## config.mk

```make
export PLATFORM = sky130hd
export DESIGN_NAME = ppc_ctrl
export DESIGN_NICKNAME = d
export VERILOG_FILES = /design/src/shared/ppc_pkg.sv /design/src/design/ppc_ctrl.sv
export VERILOG_INCLUDE_DIRS = /design/src /design/src/shared
export SDC_FILE = /design/constraint.sdc
export NUM_CORES = 2
export LEC_CHECK = 0
export BUFFER_PORTS_ARGS = -buffer_cell sky130_fd_sc_hd__buf_2
export CAP_MARGIN = 20
export CORE_MARGIN = 2
export CORE_UTILIZATION = 41
export DETAILED_ROUTE_END_ITERATION = 8
export PLACE_DENSITY = 0.64
export SLEW_MARGIN = 25
export SYNTH_ARGS = -nofsm -noshare
export SYNTH_HDL_FRONTEND = slang
export SYNTH_SLANG_ARGS = --single-unit
```

## constraint.sdc

```tcl
create_clock -name clk -period 10.4 [get_ports clk]
set_clock_uncertainty 0.05 [all_clocks]
set_input_delay 3.12 -clock clk [delete_from_list [all_inputs] [get_ports clk]]
set_output_delay 3.12 -clock clk [all_outputs]
set_load 0.05 [all_outputs]
```

## src/shared/ppc_defs.svh

```systemverilog
`ifndef PPC_DEFS_SVH
`define PPC_DEFS_SVH

// ****************************************************************
// Register byte offsets
// ****************************************************************
`define PPC_OFS_CTRL 8'h00
`define PPC_OFS_TFAST 8'h04
`define PPC_OFS_TONMIN 8'h08
`define PPC_OFS_TOFFMIN 8'h0c
`define PPC_OFS_TSW 8'h10
`define PPC_OFS_HOLD 8'h14
`define PPC_OFS_RUN 8'h18
`define PPC_OFS_ACC 8'h1c
`define PPC_OFS_DEC 8'h20
`define PPC_OFS_ADCOUT 8'h24
`define PPC_OFS_STATUS 8'h28

// ****************************************************************
// Field positions
// ****************************************************************
`define PPC_CTRL_PRED_BIT 0
`define PPC_CTRL_TQREG_BIT 1
`define PPC_TFAST_MAX_LSB 4
`define PPC_TFAST_FALL_LSB 0

// ****************************************************************
// Reset values
// ****************************************************************
`define PPC_RST_CTRL 2'h0
`define PPC_RST_TFAST 8'h19
`define PPC_RST_TONMIN 7'h29
`define PPC_RST_TOFFMIN 7'h29
`define PPC_RST_TSW 5'h0b
`define PPC_RST_TVAL 7'h29

// ****************************************************************
// Timing
// ****************************************************************
`define PPC_CLK_NS 20
`define PPC_TICK_NS 500
`define PPC_TICK_CYC (`PPC_TICK_NS / `PPC_CLK_NS)
`define PPC_FAST_UNIT_NS 2000
`define PPC_FAST_UNIT_CYC (`PPC_FAST_UNIT_NS / `PPC_CLK_NS)
`define PPC_TSW_UNIT_NS 4000
`define PPC_TSW_UNIT_CYC (`PPC_TSW_UNIT_NS / `PPC_CLK_NS)
`define PPC_ADC_DIV 512
`define PPC_NBRIDGE 2
`define PPC_ADC_W 5
`define PPC_TIME_W 16

`endif

```

## src/shared/ppc_pkg.sv

```systemverilog
package ppc_pkg;

  // ****************************************************************
  // Types
  // ****************************************************************
  typedef enum logic [6:0] {
    PPC_IDLE = 7'h01,
    PPC_ON = 7'h02,
    PPC_PRED = 7'h04,
    PPC_OFF_SLOW = 7'h08,
    PPC_OFF_FAST = 7'h10,
    PPC_FAST = 7'h20,
    PPC_FALL = 7'h40
  } ppc_state_e;

  typedef enum logic [1:0] {
    PPC_MOT_STOP = 2'h0,
    PPC_MOT_ACC = 2'h1,
    PPC_MOT_DEC = 2'h2,
    PPC_MOT_RUN = 2'h3
  } ppc_motion_e;

  // Gate drive of one full bridge
  typedef struct packed {
    logic hsA;
    logic lsA;
    logic hsB;
    logic lsB;
  } ppc_gate_s;

  // Events of one bridge from the microstep sequencer
  typedef struct packed {
    logic stepRise;
    logic stepFall;
    logic zeroCross;
    logic sign;
  } ppc_step_s;

endpackage : ppc_pkg

```

## src/design/ppc_ctrl.sv

```systemverilog
`timescale 1ns/1ps
`include "ppc_defs.svh"
// Functional notes
// - Measure sense time from turn-on each cycle
// - Predictive on equals mean of two senses
// - Fixed off time after predictive interval
// - Recompute off time on microstep change
// - Predictive disabled: off right after sense
// - Off interval is slow decay by default
// - Short on: fast decay, first is eighth
// - Repeated short on doubles fast decay
// - Fast decay doubling saturates at maximum
// - Two fast decays: split off slow/fast
// - Rising step: slow only, halve fast
// - Stop or zero crossing resets adaptation
// - Falling step applies fast decay
// - Falling decay starts at quarter setting
// - Extra falling decays double, capped
// - Falling decay carried to next step
// - Amplitude chosen by motion phase
// - Torque select picks converter or settings
// - Converter result stored each sample
// - Independent controller per bridge
// - Converter samples every 512 clocks

module ppc_ctrl (
  // System
  input wire logic clk,
  input wire logic rstn,
  // Wishbone slave
  input wire logic wb_cyc_i,
  input wire logic wb_stb_i,
  input wire logic wb_we_i,
  input wire logic [7:0] wb_adr_i,
  input wire logic [3:0] wb_sel_i,
  input wire logic [31:0] wb_dat_i,
  output logic [31:0] wb_dat_o,
  output logic wb_ack_o,
  // Motion engine
  input wire logic bridgeEnable,
  input wire logic motorStopped,
  input wire ppc_pkg::ppc_motion_e motionPhase,
  input wire ppc_pkg::ppc_step_s [1:0] stepEvt,
  // Current-sense comparators, high once target reached
  input wire logic [1:0] senseHit,
  // Power bridges
  output ppc_pkg::ppc_gate_s [1:0] gate,
  output logic [6:0] amplitude,
  // Ramp converter
  input wire logic adcAbove,
  output logic [4:0] adcRamp
);

  localparam int TW = `PPC_TIME_W;

  // ****************************************************************
  // Reset release
  // ****************************************************************
  logic rstMeta_q;
  logic rstSyncN_q;

  always_ff @(posedge clk or negedge rstn) begin
    if (!rstn) begin
      rstMeta_q <= 1'b0;
      rstSyncN_q <= 1'b0;
    end else begin
      rstMeta_q <= 1'b1;
      rstSyncN_q <= rstMeta_q;
    end
  end

  // ****************************************************************
  // Helpers
  // ****************************************************************
  function automatic logic [TW-1:0] scale(input logic [7:0] val,
                                          input logic [TW-1:0] unit);
    return TW'(({8'h00, val} + 16'h0001) * unit);
  endfunction : scale

  function automatic logic [TW-1:0] dbl(input logic [TW-1:0] val,
                                        input logic [TW-1:0] lim);
    return ({val, 1'b0} > {1'b0, lim}) ? lim : {val[TW-2:0], 1'b0};
  endfunction : dbl

  function automatic logic [TW-1:0] atLeastOne(input logic [TW-1:0] v);
    return (v == '0) ? TW'(1) : v;
  endfunction : atLeastOne

  // ****************************************************************
  // Register file
  // ****************************************************************
  logic [1:0] ctrl_q;
  logic [7:0] tfast_q;
  logic [6:0] tonMin_q;
  logic [6:0] toffMin_q;
  logic [4:0] tsw_q;
  logic [6:0] tval_q [4];
  logic [4:0] adcOut_q;
  logic [31:0] statusWord;

  wire busReq = wb_cyc_i & wb_stb_i & ~wb_ack_o;
  // Writes land at the edge where the master samples ack high
  wire wrEn = wb_cyc_i & wb_stb_i & wb_ack_o & wb_we_i & wb_sel_i[0];
  wire selCtrl = (wb_adr_i == `PPC_OFS_CTRL);
  wire selTfast = (wb_adr_i == `PPC_OFS_TFAST);
  wire selTon = (wb_adr_i == `PPC_OFS_TONMIN);
  wire selToff = (wb_adr_i == `PPC_OFS_TOFFMIN);
  wire selTsw = (wb_adr_i == `PPC_OFS_TSW);
  wire selHold = (wb_adr_i == `PPC_OFS_HOLD);
  wire selRun = (wb_adr_i == `PPC_OFS_RUN);
  wire selAcc = (wb_adr_i == `PPC_OFS_ACC);
  wire selDec = (wb_adr_i == `PPC_OFS_DEC);
  wire selAdc = (wb_adr_i == `PPC_OFS_ADCOUT);
  wire selStat = (wb_adr_i == `PPC_OFS_STATUS);

  logic [31:0] rdMux;
  assign rdMux =
    selCtrl ? {30'h0, ctrl_q} :
    selTfast ? {24'h0, tfast_q} :
    selTon ? {25'h0, tonMin_q} :
    selToff ? {25'h0, toffMin_q} :
    selTsw ? {27'h0, tsw_q} :
    selHold ? {25'h0, tval_q[ppc_pkg::PPC_MOT_STOP]} :
    selRun ? {25'h0, tval_q[ppc_pkg::PPC_MOT_RUN]} :
    selAcc ? {25'h0, tval_q[ppc_pkg::PPC_MOT_ACC]} :
    selDec ? {25'h0, tval_q[ppc_pkg::PPC_MOT_DEC]} :
    selAdc ? {27'h0, adcOut_q} :
    selStat ? statusWord : 32'h0;

  // Unmapped addresses are acked; reads give zero, writes are dropped
  always_ff @(posedge clk or negedge rstSyncN_q) begin
    if (!rstSyncN_q) begin
      wb_ack_o <= 1'b0;
      wb_dat_o <= 32'h0;
    end else begin
      wb_ack_o <= busReq;
      wb_dat_o <= busReq ? rdMux : 32'h0;
    end
  end

  always_ff @(posedge clk or negedge rstSyncN_q) begin
    if (!rstSyncN_q) begin
      ctrl_q <= `PPC_RST_CTRL;
      tfast_q <= `PPC_RST_TFAST;
      tonMin_q <= `PPC_RST_TONMIN;
      toffMin_q <= `PPC_RST_TOFFMIN;
      tsw_q <= `PPC_RST_TSW;
      for (int k = 0; k < 4; k++) begin
        tval_q[k] <= `PPC_RST_TVAL;
      end
    end else if (wrEn) begin
      if (selCtrl) begin
        ctrl_q <= wb_dat_i[1:0];
      end else if (selTfast) begin
        tfast_q <= wb_dat_i[7:0];
      end else if (selTon) begin
        tonMin_q <= wb_dat_i[6:0];
      end else if (selToff) begin
        toffMin_q <= wb_dat_i[6:0];
      end else if (selTsw) begin
        tsw_q <= wb_dat_i[4:0];
      end else if (selHold) begin
        tval_q[ppc_pkg::PPC_MOT_STOP] <= wb_dat_i[6:0];
      end else if (selRun) begin
        tval_q[ppc_pkg::PPC_MOT_RUN] <= wb_dat_i[6:0];
      end else if (selAcc) begin
        tval_q[ppc_pkg::PPC_MOT_ACC] <= wb_dat_i[6:0];
      end else if (selDec) begin
        tval_q[ppc_pkg::PPC_MOT_DEC] <= wb_dat_i[6:0];
      end
    end
  end

  // ****************************************************************
  // Shared control parameters in clock counts
  // ****************************************************************
  wire predEn = ctrl_q[`PPC_CTRL_PRED_BIT];
  wire tqReg = ctrl_q[`PPC_CTRL_TQREG_BIT];
  wire [TW-1:0] tonMinCyc =
    scale({1'b0, tonMin_q}, TW'(`PPC_TICK_CYC));
  wire [TW-1:0] toffMinCyc = scale({1'b0, toffMin_q}, TW'(`PPC_TICK_CYC));
  wire [TW-1:0] tswCyc = scale({3'h0, tsw_q}, TW'(`PPC_TSW_UNIT_CYC));
  wire [TW-1:0] fastMaxCyc =
    scale({4'h0, tfast_q[`PPC_TFAST_MAX_LSB +: 4]},
          TW'(`PPC_FAST_UNIT_CYC));
  wire [TW-1:0] fallMaxCyc =
    scale({4'h0, tfast_q[`PPC_TFAST_FALL_LSB +: 4]},
          TW'(`PPC_FAST_UNIT_CYC));
  wire [TW-1:0] fastInit = atLeastOne(fastMaxCyc >> 3);
  wire [TW-1:0] fallInit = atLeastOne(fallMaxCyc >> 2);

  // ****************************************************************
  // Per-bridge current controller
  // ****************************************************************
  ppc_pkg::ppc_state_e state_q [2];
  logic [1:0] fastCnt_q [2];

  for (genvar i = 0; i < `PPC_NBRIDGE; i++) begin : gBridge
    ppc_pkg::ppc_state_e state_d;
    logic [TW-1:0] cnt_q, cnt_d;
    logic [TW-1:0] sense_q, sense_d;
    logic [TW-1:0] fastDur_q, fastDur_d;
    logic [TW-1:0] fallDur_q, fallDur_d;
    logic [TW-1:0] offDur_q, offDur_d;
    logic [TW-1:0] onLast_q, onLast_d;
    logic [1:0] fastCnt_d;
    logic fallAct_q, fallAct_d, primed_q;
    ppc_pkg::ppc_gate_s gate_d;
    logic [TW:0] predSum;
    logic [TW-1:0] nextFast, nextFall, offCalc, slowLen;
    logic cntDone, shortOn, adaptClr;

    assign cntDone = (cnt_q <= TW'(1));
    assign shortOn = (cnt_q < tonMinCyc);
    assign predSum = {1'b0, cnt_q} + {1'b0, sense_q};
    assign nextFast = (fastCnt_q[i] == 2'h0) ? fastDur_q :
                      dbl(fastDur_q, fastMaxCyc);
    assign nextFall = dbl(fallDur_q, fallMaxCyc);
    // Period minus last on time, floored at the minimum off time
    assign offCalc = (tswCyc > onLast_q + toffMinCyc) ?
                     tswCyc - onLast_q : toffMinCyc;
    assign slowLen = (fastCnt_q[i] >= 2'h2 && fastDur_q < offDur_q) ?
                     offDur_q - fastDur_q : offDur_q;
    // Init values follow registers, so they load on the first clock
    assign adaptClr = motorStopped | stepEvt[i].zeroCross |
                      ~primed_q;

    always_comb begin
      state_d = state_q[i];
      cnt_d = cnt_q;
      sense_d = sense_q;
      fastDur_d = fastDur_q;
      fallDur_d = fallDur_q;
      offDur_d = offDur_q;
      onLast_d = onLast_q;
      fastCnt_d = fastCnt_q[i];
      fallAct_d = fallAct_q;
      case (state_q[i])
        ppc_pkg::PPC_IDLE: begin
          state_d = ppc_pkg::PPC_ON;
          cnt_d = '0;
        end
        ppc_pkg::PPC_ON: begin
          cnt_d = (cnt_q == '1) ? cnt_q : cnt_q + TW'(1);
          if (senseHit[i]) begin
            sense_d = cnt_q;
            if (shortOn && fallAct_q) begin
              fallDur_d = nextFall;
              state_d = ppc_pkg::PPC_FALL;
              cnt_d = nextFall;
            end else if (shortOn) begin
              fastDur_d = nextFast;
              fastCnt_d = (fastCnt_q[i] == 2'h3) ? 2'h3 :
                          fastCnt_q[i] + 2'h1;
              state_d = ppc_pkg::PPC_FAST;
              cnt_d = nextFast;
            end else if (predEn) begin
              fallAct_d = 1'b0;
              state_d = ppc_pkg::PPC_PRED;
              cnt_d = atLeastOne(predSum[TW:1]);
              onLast_d = cnt_q + predSum[TW:1];
            end else begin
              fallAct_d = 1'b0;
              state_d = ppc_pkg::PPC_OFF_SLOW;
              cnt_d = slowLen;
              onLast_d = cnt_q;
            end
          end
        end
        ppc_pkg::PPC_PRED: begin
          cnt_d = cnt_q - TW'(1);
          if (cntDone) begin
            state_d = ppc_pkg::PPC_OFF_SLOW;
            cnt_d = slowLen;
          end
        end
        ppc_pkg::PPC_OFF_SLOW: begin
          cnt_d = cnt_q - TW'(1);
          if (cntDone && slowLen != offDur_q) begin
            state_d = ppc_pkg::PPC_OFF_FAST;
            cnt_d = fastDur_q;
          end else if (cntDone) begin
            state_d = ppc_pkg::PPC_ON;
            cnt_d = '0;
          end
        end
        default: begin
          // Fast decays of all three kinds (split off, short on, falling) end back in the on state
          cnt_d = cnt_q - TW'(1);
          if (cntDone) begin
            state_d = ppc_pkg::PPC_ON;
            cnt_d = '0;
          end
        end
      endcase
      if (stepEvt[i].stepRise) begin
        fastCnt_d = 2'h0;
        fastDur_d = atLeastOne(fastDur_q >> 1);
        offDur_d = offCalc;
      end
      if (stepEvt[i].stepFall) begin
        fallAct_d = 1'b1;
        offDur_d = offCalc;
        state_d = ppc_pkg::PPC_FALL;
        cnt_d = fallDur_q;
      end
      if (adaptClr) begin
        fastCnt_d = 2'h0;
        fastDur_d = fastInit;
        fallDur_d = fallInit;
        fallAct_d = 1'b0;
        offDur_d = toffMinCyc;
      end
      if (!bridgeEnable) begin
        state_d = ppc_pkg::PPC_IDLE;
      end
    end

    // Forward drive follows the commanded current sign
    always_comb begin
      gate_d = '0;
      case (state_d)
        ppc_pkg::PPC_ON, ppc_pkg::PPC_PRED: begin
          gate_d = stepEvt[i].sign ? 4'b0110 : 4'b1001;
        end
        ppc_pkg::PPC_OFF_SLOW: begin
          gate_d = 4'b0101;
        end
        ppc_pkg::PPC_OFF_FAST, ppc_pkg::PPC_FAST,
        ppc_pkg::PPC_FALL: begin
          gate_d = stepEvt[i].sign ? 4'b1001 : 4'b0110;
        end
        default: begin
          gate_d = '0;
        end
      endcase
    end

    always_ff @(posedge clk or negedge rstSyncN_q) begin
      if (!rstSyncN_q) begin
        state_q[i] <= ppc_pkg::PPC_IDLE;
        cnt_q <= '0;
        sense_q <= '0;
        fastDur_q <= TW'(1);
        fallDur_q <= TW'(1);
        offDur_q <= TW'(1);
        onLast_q <= '0;
        fastCnt_q[i] <= 2'h0;
        fallAct_q <= 1'b0;
        primed_q <= 1'b0;
        gate[i] <= '0;
      end else begin
        state_q[i] <= state_d;
        cnt_q <= cnt_d;
        sense_q <= sense_d;
        fastDur_q <= fastDur_d;
        fallDur_q <= fallDur_d;
        offDur_q <= offDur_d;
        onLast_q <= onLast_d;
        fastCnt_q[i] <= fastCnt_d;
        fallAct_q <= fallAct_d;
        primed_q <= 1'b1;
        gate[i] <= gate_d;
      end
    end
  end : gBridge

  assign statusWord = {7'h00, fastCnt_q[1], state_q[1],
                       7'h00, fastCnt_q[0], state_q[0]};

  // ****************************************************************
  // Ramp converter and amplitude selection
  // ****************************************************************
  logic [8:0] adcDiv_q;
  logic [4:0] adcConv_q;
  wire adcEnd = (adcDiv_q == 9'(`PPC_ADC_DIV - 1));

  // Ramp steps every 16 clocks; last code under the input is kept
  assign adcRamp = adcDiv_q[8:4];

  wire [6:0] ampSel = tqReg ? {adcOut_q, 2'h0} :
                      tval_q[motionPhase];

  always_ff @(posedge clk or negedge rstSyncN_q) begin
    if (!rstSyncN_q) begin
      adcDiv_q <= 9'h000;
      adcConv_q <= 5'h00;
      adcOut_q <= 5'h00;
      amplitude <= 7'h00;
    end else begin
      adcDiv_q <= adcDiv_q + 9'h001;
      amplitude <= ampSel;
      if (adcEnd) begin
        adcOut_q <= adcConv_q;
        adcConv_q <= 5'h00;
      end else if (adcAbove) begin
        adcConv_q <= adcRamp;
      end
    end
  end

endmodule : ppc_ctrl

```

======== Word-level counts from Yosys, hierarchy flattened ========
Index checks and enable logic that the tools add are counted.
cells by class
  $add $sub $neg .......................... 22
  multipliers ............................. 5
  $lt $le $gt $ge ......................... 15
  equal/unequal tests ..................... 45
  multiplexer cells ....................... 133
  bitwise gates (word level) .............. 24
  reductions and logical operators ........ 57
operator list
  cell                                                  number
  two-way mux 16 bit                                    58
  two-way mux 25 bit                                    12
  one-hot mux 16 bit (4 select lines)                   2
  two-way mux 7 bit                                     17
  logical NOT 16 bit                                    6
  greater-than comparator 17 x 12 -> 1 bit              4
  one-hot mux 7 bit (4 select lines)                    2
  nonzero test 3 bit                                    12
  adder 16 x 16 -> 17 bit                               2
  adder 16 x 1 -> 16 bit, second input constant         2
  adder 16 x 13 -> 16 bit                               2
  adder 16 bit                                          2
  equality test 16 bit, second input constant           2
  equality test 8 x 5 -> 1 bit, second input constant   4
  greater-than comparator 14 x 16 -> 1 bit              2
  <= comparator 16 x 1 -> 1 bit, second input constant  2
  < comparator 16 x 13 -> 1 bit                         2
  < comparator 16 bit                                   2
  inequality test 16 bit                                2
  subtractor 14 x 16 -> 16 bit                          2
  subtractor 16 x 1 -> 16 bit, second input constant    2
  subtractor 16 bit                                     2
  two-way mux 15 bit                                    2
  equality test 7 x 2 -> 1 bit, second input constant   4
  52 further kinds                                      152
word-level totals
  register bits after elaboration ......... 332
  input port bits ......................... 64
  logic and storage cells ................. 345

======== Longest topological paths before layout ========
  word-level depth ........................ 13
  gate-level depth with buffers ........... 32
  gate-level depth less buffers ........... 30

======== Worst setup path before layout ========
OpenSTA, ideal clock, no wires.
  path type ............................... reg-to-reg
  from .................................... register toffMin_q[0]
  to ...................................... register gBridge[1].offDur_q[1]
  arrival ................................. 6.449 ns
  required time ........................... 10.213 ns
  path slack .............................. 3.764 ns
  stages on the path, launching flop included .. 31
  buffers on the path ..................... 2
  clock period less this slack ............ 6.636 ns
  path through ............................ dfstp_2 > clkbuf_1 > inv_1 > ha_1 > inv_1 > ha_1 > ha_1 > inv_1 > fa_1 > inv_1 > ha_1 > a21oi_1 > o21ai_0 > xor2_1 > ha_1 > nand3_1 > nand2_1 > a41o_1 > o41ai_1 > nor2_1 > o21ai_0 > nand2b_1 > xnor2_1 > ha_1 > nand2_1 > o41ai_1 > o21ai_0 > nor2_2 > buf_2 > mux2i_1 > a21oi_1
between the ends
  cells in the longest elaborated chain, start to end .. 8
RTL lines
  what                                      RTL line         text
  from (decl)                               ppc_ctrl.sv:95   logic [6:0] toffMin_q;
  from (signal assigned)                    ppc_ctrl.sv:146  toffMin_q <= `PPC_RST_TOFFMIN;
  from (signal assigned)                    ppc_ctrl.sv:159  toffMin_q <= wb_dat_i[6:0];
  adder 7 x 1 -> 8 bit (*)                  ppc_ctrl.sv:77   return TW'(({8'h00, val} + 16'h0001) * unit);
  multiplier 8 x 5 -> 13 bit (*)            ppc_ctrl.sv:77
  adder 16 x 13 -> 16 bit                   ppc_ctrl.sv:220  assign offCalc = (tswCyc > onLast_q + toffMinCyc) ?
  greater-than comparator 14 x 16 -> 1 bit  ppc_ctrl.sv:220
  two-way mux 16 bit                        ppc_ctrl.sv:220
  two-way mux 16 bit                        ppc_ctrl.sv:296  if (stepEvt[i].stepRise) begin
  two-way mux 16 bit                        ppc_ctrl.sv:301  if (stepEvt[i].stepFall) begin
  two-way mux 16 bit (*)                    ppc_ctrl.sv:307  if (adaptClr) begin
  to (signal assigned)                      ppc_ctrl.sv:358  offDur_q <= offDur_d;
  to (decl)                                 ppc_ctrl.sv:204  logic [TW-1:0] offDur_q, offDur_d;
Every way passes the cells marked *; elsewhere a longest branch is shown, timed or not. The select of a mux whose other input is x is not followed.
A chain may end at the register's enable or synchronous reset.

======== Final worst setup path ========
  from .................................... register toffMin_q[0]
  to ...................................... register gBridge[1].offDur_q[5]
Same word-level chain as after synthesis.

==> out/metrics.cfg <==
[critical_path]
worst-path-max-fanout=14
critPathMaxStageDelay_ps=750
rrSetupSlack_ps=2130
cp-end-kind=flip-flop
timing.rr.end=gBridge[1].offDur_q[5]$_DFFE_PN0P_
cp_data_required_time_ps=10850
crit_path_start_kind=flip-flop
crit_path_top_delay_cell=nor2_2
arrival_ps=8710
worstReg2RegStart=toffMin_q[0]$_DFFE_PN1P_
worst-r2r-cell-count=27
cpMostUsedCell=ha_1
worst-setup-path-type=flip-flop to flip-flop

[routing]
vias=28800
post-route-drc-count=0
dr.pass1.iters=6
via_per_inst=6.02
wl_um=105000
routedWlPerCell_um=21.9
antenna_left=0
drtIter0Drc=2663

[synthesis]
ys_seq_elements=325
netlist_instances=3778
synth_edf_count=0
yosysSeqAreaShare=0.262
yosys_warnings=0
syn_area_mm2=0.0312
synthTopCellsByCount=405 x nand2_1, 336 x ha_1, 315 x nor2_1
synth_top_area_cell=dfrtp_1
synthFlopType=dfrtp_1
syn_avg_cell_area_um2=8.25
synthArstFlopShare=1.00
netlist_top_cells_area=dfrtp_1 24%, ha_1 13%, a21oi_1 4.9%, nand2_1 4.9%, xnor2_1 4.3%
synth.distinct_cells=113
synth.most_common_cell=nand2_1
synth_top_area_share=0.235

[timing]
setup_ws_ps=2130
slew_headroom=0.268
slew_violations=0
fmax_ghz=0.121
setup_viol=0
timing.setup.tns_ps=0
fin_crit_sh=0.795
period_minus_slack_ps=8270
final_hold_viol_count=0
rsz0062_at_grt=no
worstMarginPinSlew_ps=1090

[cts]
clock_sinks=325
cts_hold_buf=0
tritoncts=done
clockRootBuffer=clkbuf_16
cts_buffer_depth=3
cts_resized=0
htree_num_levels=2
clkTransAtPathRegs_ps=70
cts_buffers=39
cts_setup_buffers=0
clock_latency_ps=590

[floorplan]
die_h_um=280
ios=117
fp.coreArea_mm2=0.0756
initial_utilization=0.413
die_area_mm2=0.0783
die_w_um=280
rows=101

[power_and_ir_drop]
vdd_drop_max_v=0.000132
power_uw=4800
power_per_cell_area_mw_per_mm2=142
leakagePower_uw=0.0155

[grt]
grt-ovfl-total=0
grt_pass1_wl_um=162000
antenna_found_initial=1
grt_pass1_vias=27400
grt_max_degree=148
grtUsageTotal=0.265

[place]
place_area_mm2=0.0324
place.gp.congestion=0.981
port-buffer-count=75
dp_cells=4705
dp_slack_ps=2240
dp_hpwl_um=79900

[final_layout]
num_antenna_cells=0
fin_area_mm2=0.0338
drive_gt1_frac=0.0969
design.final.nets=4185
final_cell_count_no_fill=4777
synthToLayoutAreaGrowth_pct=8.33

[run_status]
status=finished, final reports clean

[worst_hold_path]
hp-class=flip-flop to asynchronous set/reset pin

[flow_run]
max-cap-violations=0

[critical path, delay by kind of cell, from the launching register on]
kind | cells | cell delay (ps)
buf+inv | 2 | 90
fa+ha+maj | 7 | 2390
mux | 1 | 410
simple gates | 6 | 1140
flops | 1 | 620
xor+xnor | 3 | 1350
compound gates | 8 | 2120
[how the worst max path moves through the flow]
stage | start | to | slack [ps]
after detailed placement | toffMin_q[0]$_DFFE_PN1P_ | gBridge[1].offDur_q[5]$_DFFE_PN0P_ | 2240
after global routing | toffMin_q[0]$_DFFE_PN1P_ | gBridge[1].offDur_q[5]$_DFFE_PN0P_ | 1520
after global placement | toffMin_q[0]$_DFFE_PN1P_ | gBridge[1].offDur_q[5]$_DFFE_PN0P_ | 2220
after CTS | toffMin_q[0]$_DFFE_PN1P_ | gBridge[1].offDur_q[5]$_DFFE_PN0P_ | 2180
after floorplan | rstSyncN_q$_DFF_PN0_ | adcConv_q[0]$_DFFE_PN0P_ | 680
final | toffMin_q[0]$_DFFE_PN1P_ | gBridge[1].offDur_q[5]$_DFFE_PN0P_ | 2130
[power breakdown]
part	switching, uW	internal [uW]	leakage [uW]
Sequential	174	1360	0.00418
Combinational	1050	746	0.0107
Clock	631	844	0.000661
Total	1850	2950	0.0155
[state kept, by name, summed over array words and instances, names as in the netlist, 2 cells and up]
signal	count
adcConv_q	5
fastCnt_q	4
gBridge.sense_q	32
gBridge.cnt_q	32
tfast_q	8
gate	8
adcDiv_q	9
wb_dat_o	18
adcOut_q	5
gBridge.onLast_q	32
state_q	14
toffMin_q	7
gBridge.fallDur_q	32
gBridge.fastDur_q	32
gBridge.offDur_q	32
tonMin_q	7
amplitude	7
tsw_q	5
tval_q	28
ctrl_q	2
gBridge.fallAct_q	2
[layout make-up]
class	count	area [um^2]
clock buffer	55	1130
clock inverter	17	223
fill	7466	41800
inverter	222	833
multi-input combinational	3060	21500
sequential	325	8180
tap	978	1220
timing repair buffer	120	738
[cell usage in the layout, fill, tap and decap left out, types with 39 or more instances in the layout]
master | netlist | layout
a211oi_1 | 39 | 39
a21o_1 | 66 | 66
a21oi_1 | 306 | 306
a31oi_1 | 39 | 39
buf_2 | 22 | 75
buf_4 | 23 | 43
clkbuf_16 | 0 | 39
dfrtp_1 | 293 | 291
ha_1 | 336 | 336
inv_1 | 219 | 218
mux2_2 | 74 | 74
mux2i_1 | 101 | 101
nand2_1 | 405 | 405
nand3_1 | 109 | 109
nor2_1 | 315 | 315
nor3_1 | 70 | 69
nor4_1 | 40 | 39
o211ai_1 | 54 | 54
o21ai_0 | 221 | 220
xnor2_1 | 154 | 154
xor2_1 | 110 | 110
[kinds of logic (layout without fill, tap and decap cells)]
logic type,count (synthesis),in the layout,share of synthesized area
AOI/OAI and AO/OA,1019,1019,0.211
xor gates and xnor gates,270,270,0.0783
adders and majority gates,355,355,0.146
buffers and inverters,407,414,0.0527
DFF,325,325,0.262
muxes,182,182,0.0642
other,2,16,0.000241
and+or+nand+nor,1218,1218,0.185
[per-layer routing]
layer  up-vias  track usage  share of wire
met5         -            0        0.00011
met4         2       0.0983          0.041
met3       244       0.0524          0.080
met2      1194        0.421           0.45
met1     13700        0.355           0.43
li1      13600            -              -
[metrics by stage]
| stage | util | hold slack, ps |
|---|---|---|
| after floorplan | - | 281 |
| after global placement | 0.429 | 291 |
| after detailed placement | 0.429 | 295 |
| after CTS | 0.447 | 311 |
| after global routing | 0.447 | 317 |
| final | 0.447 | 292 |
(Power assumes the default switching activity.)
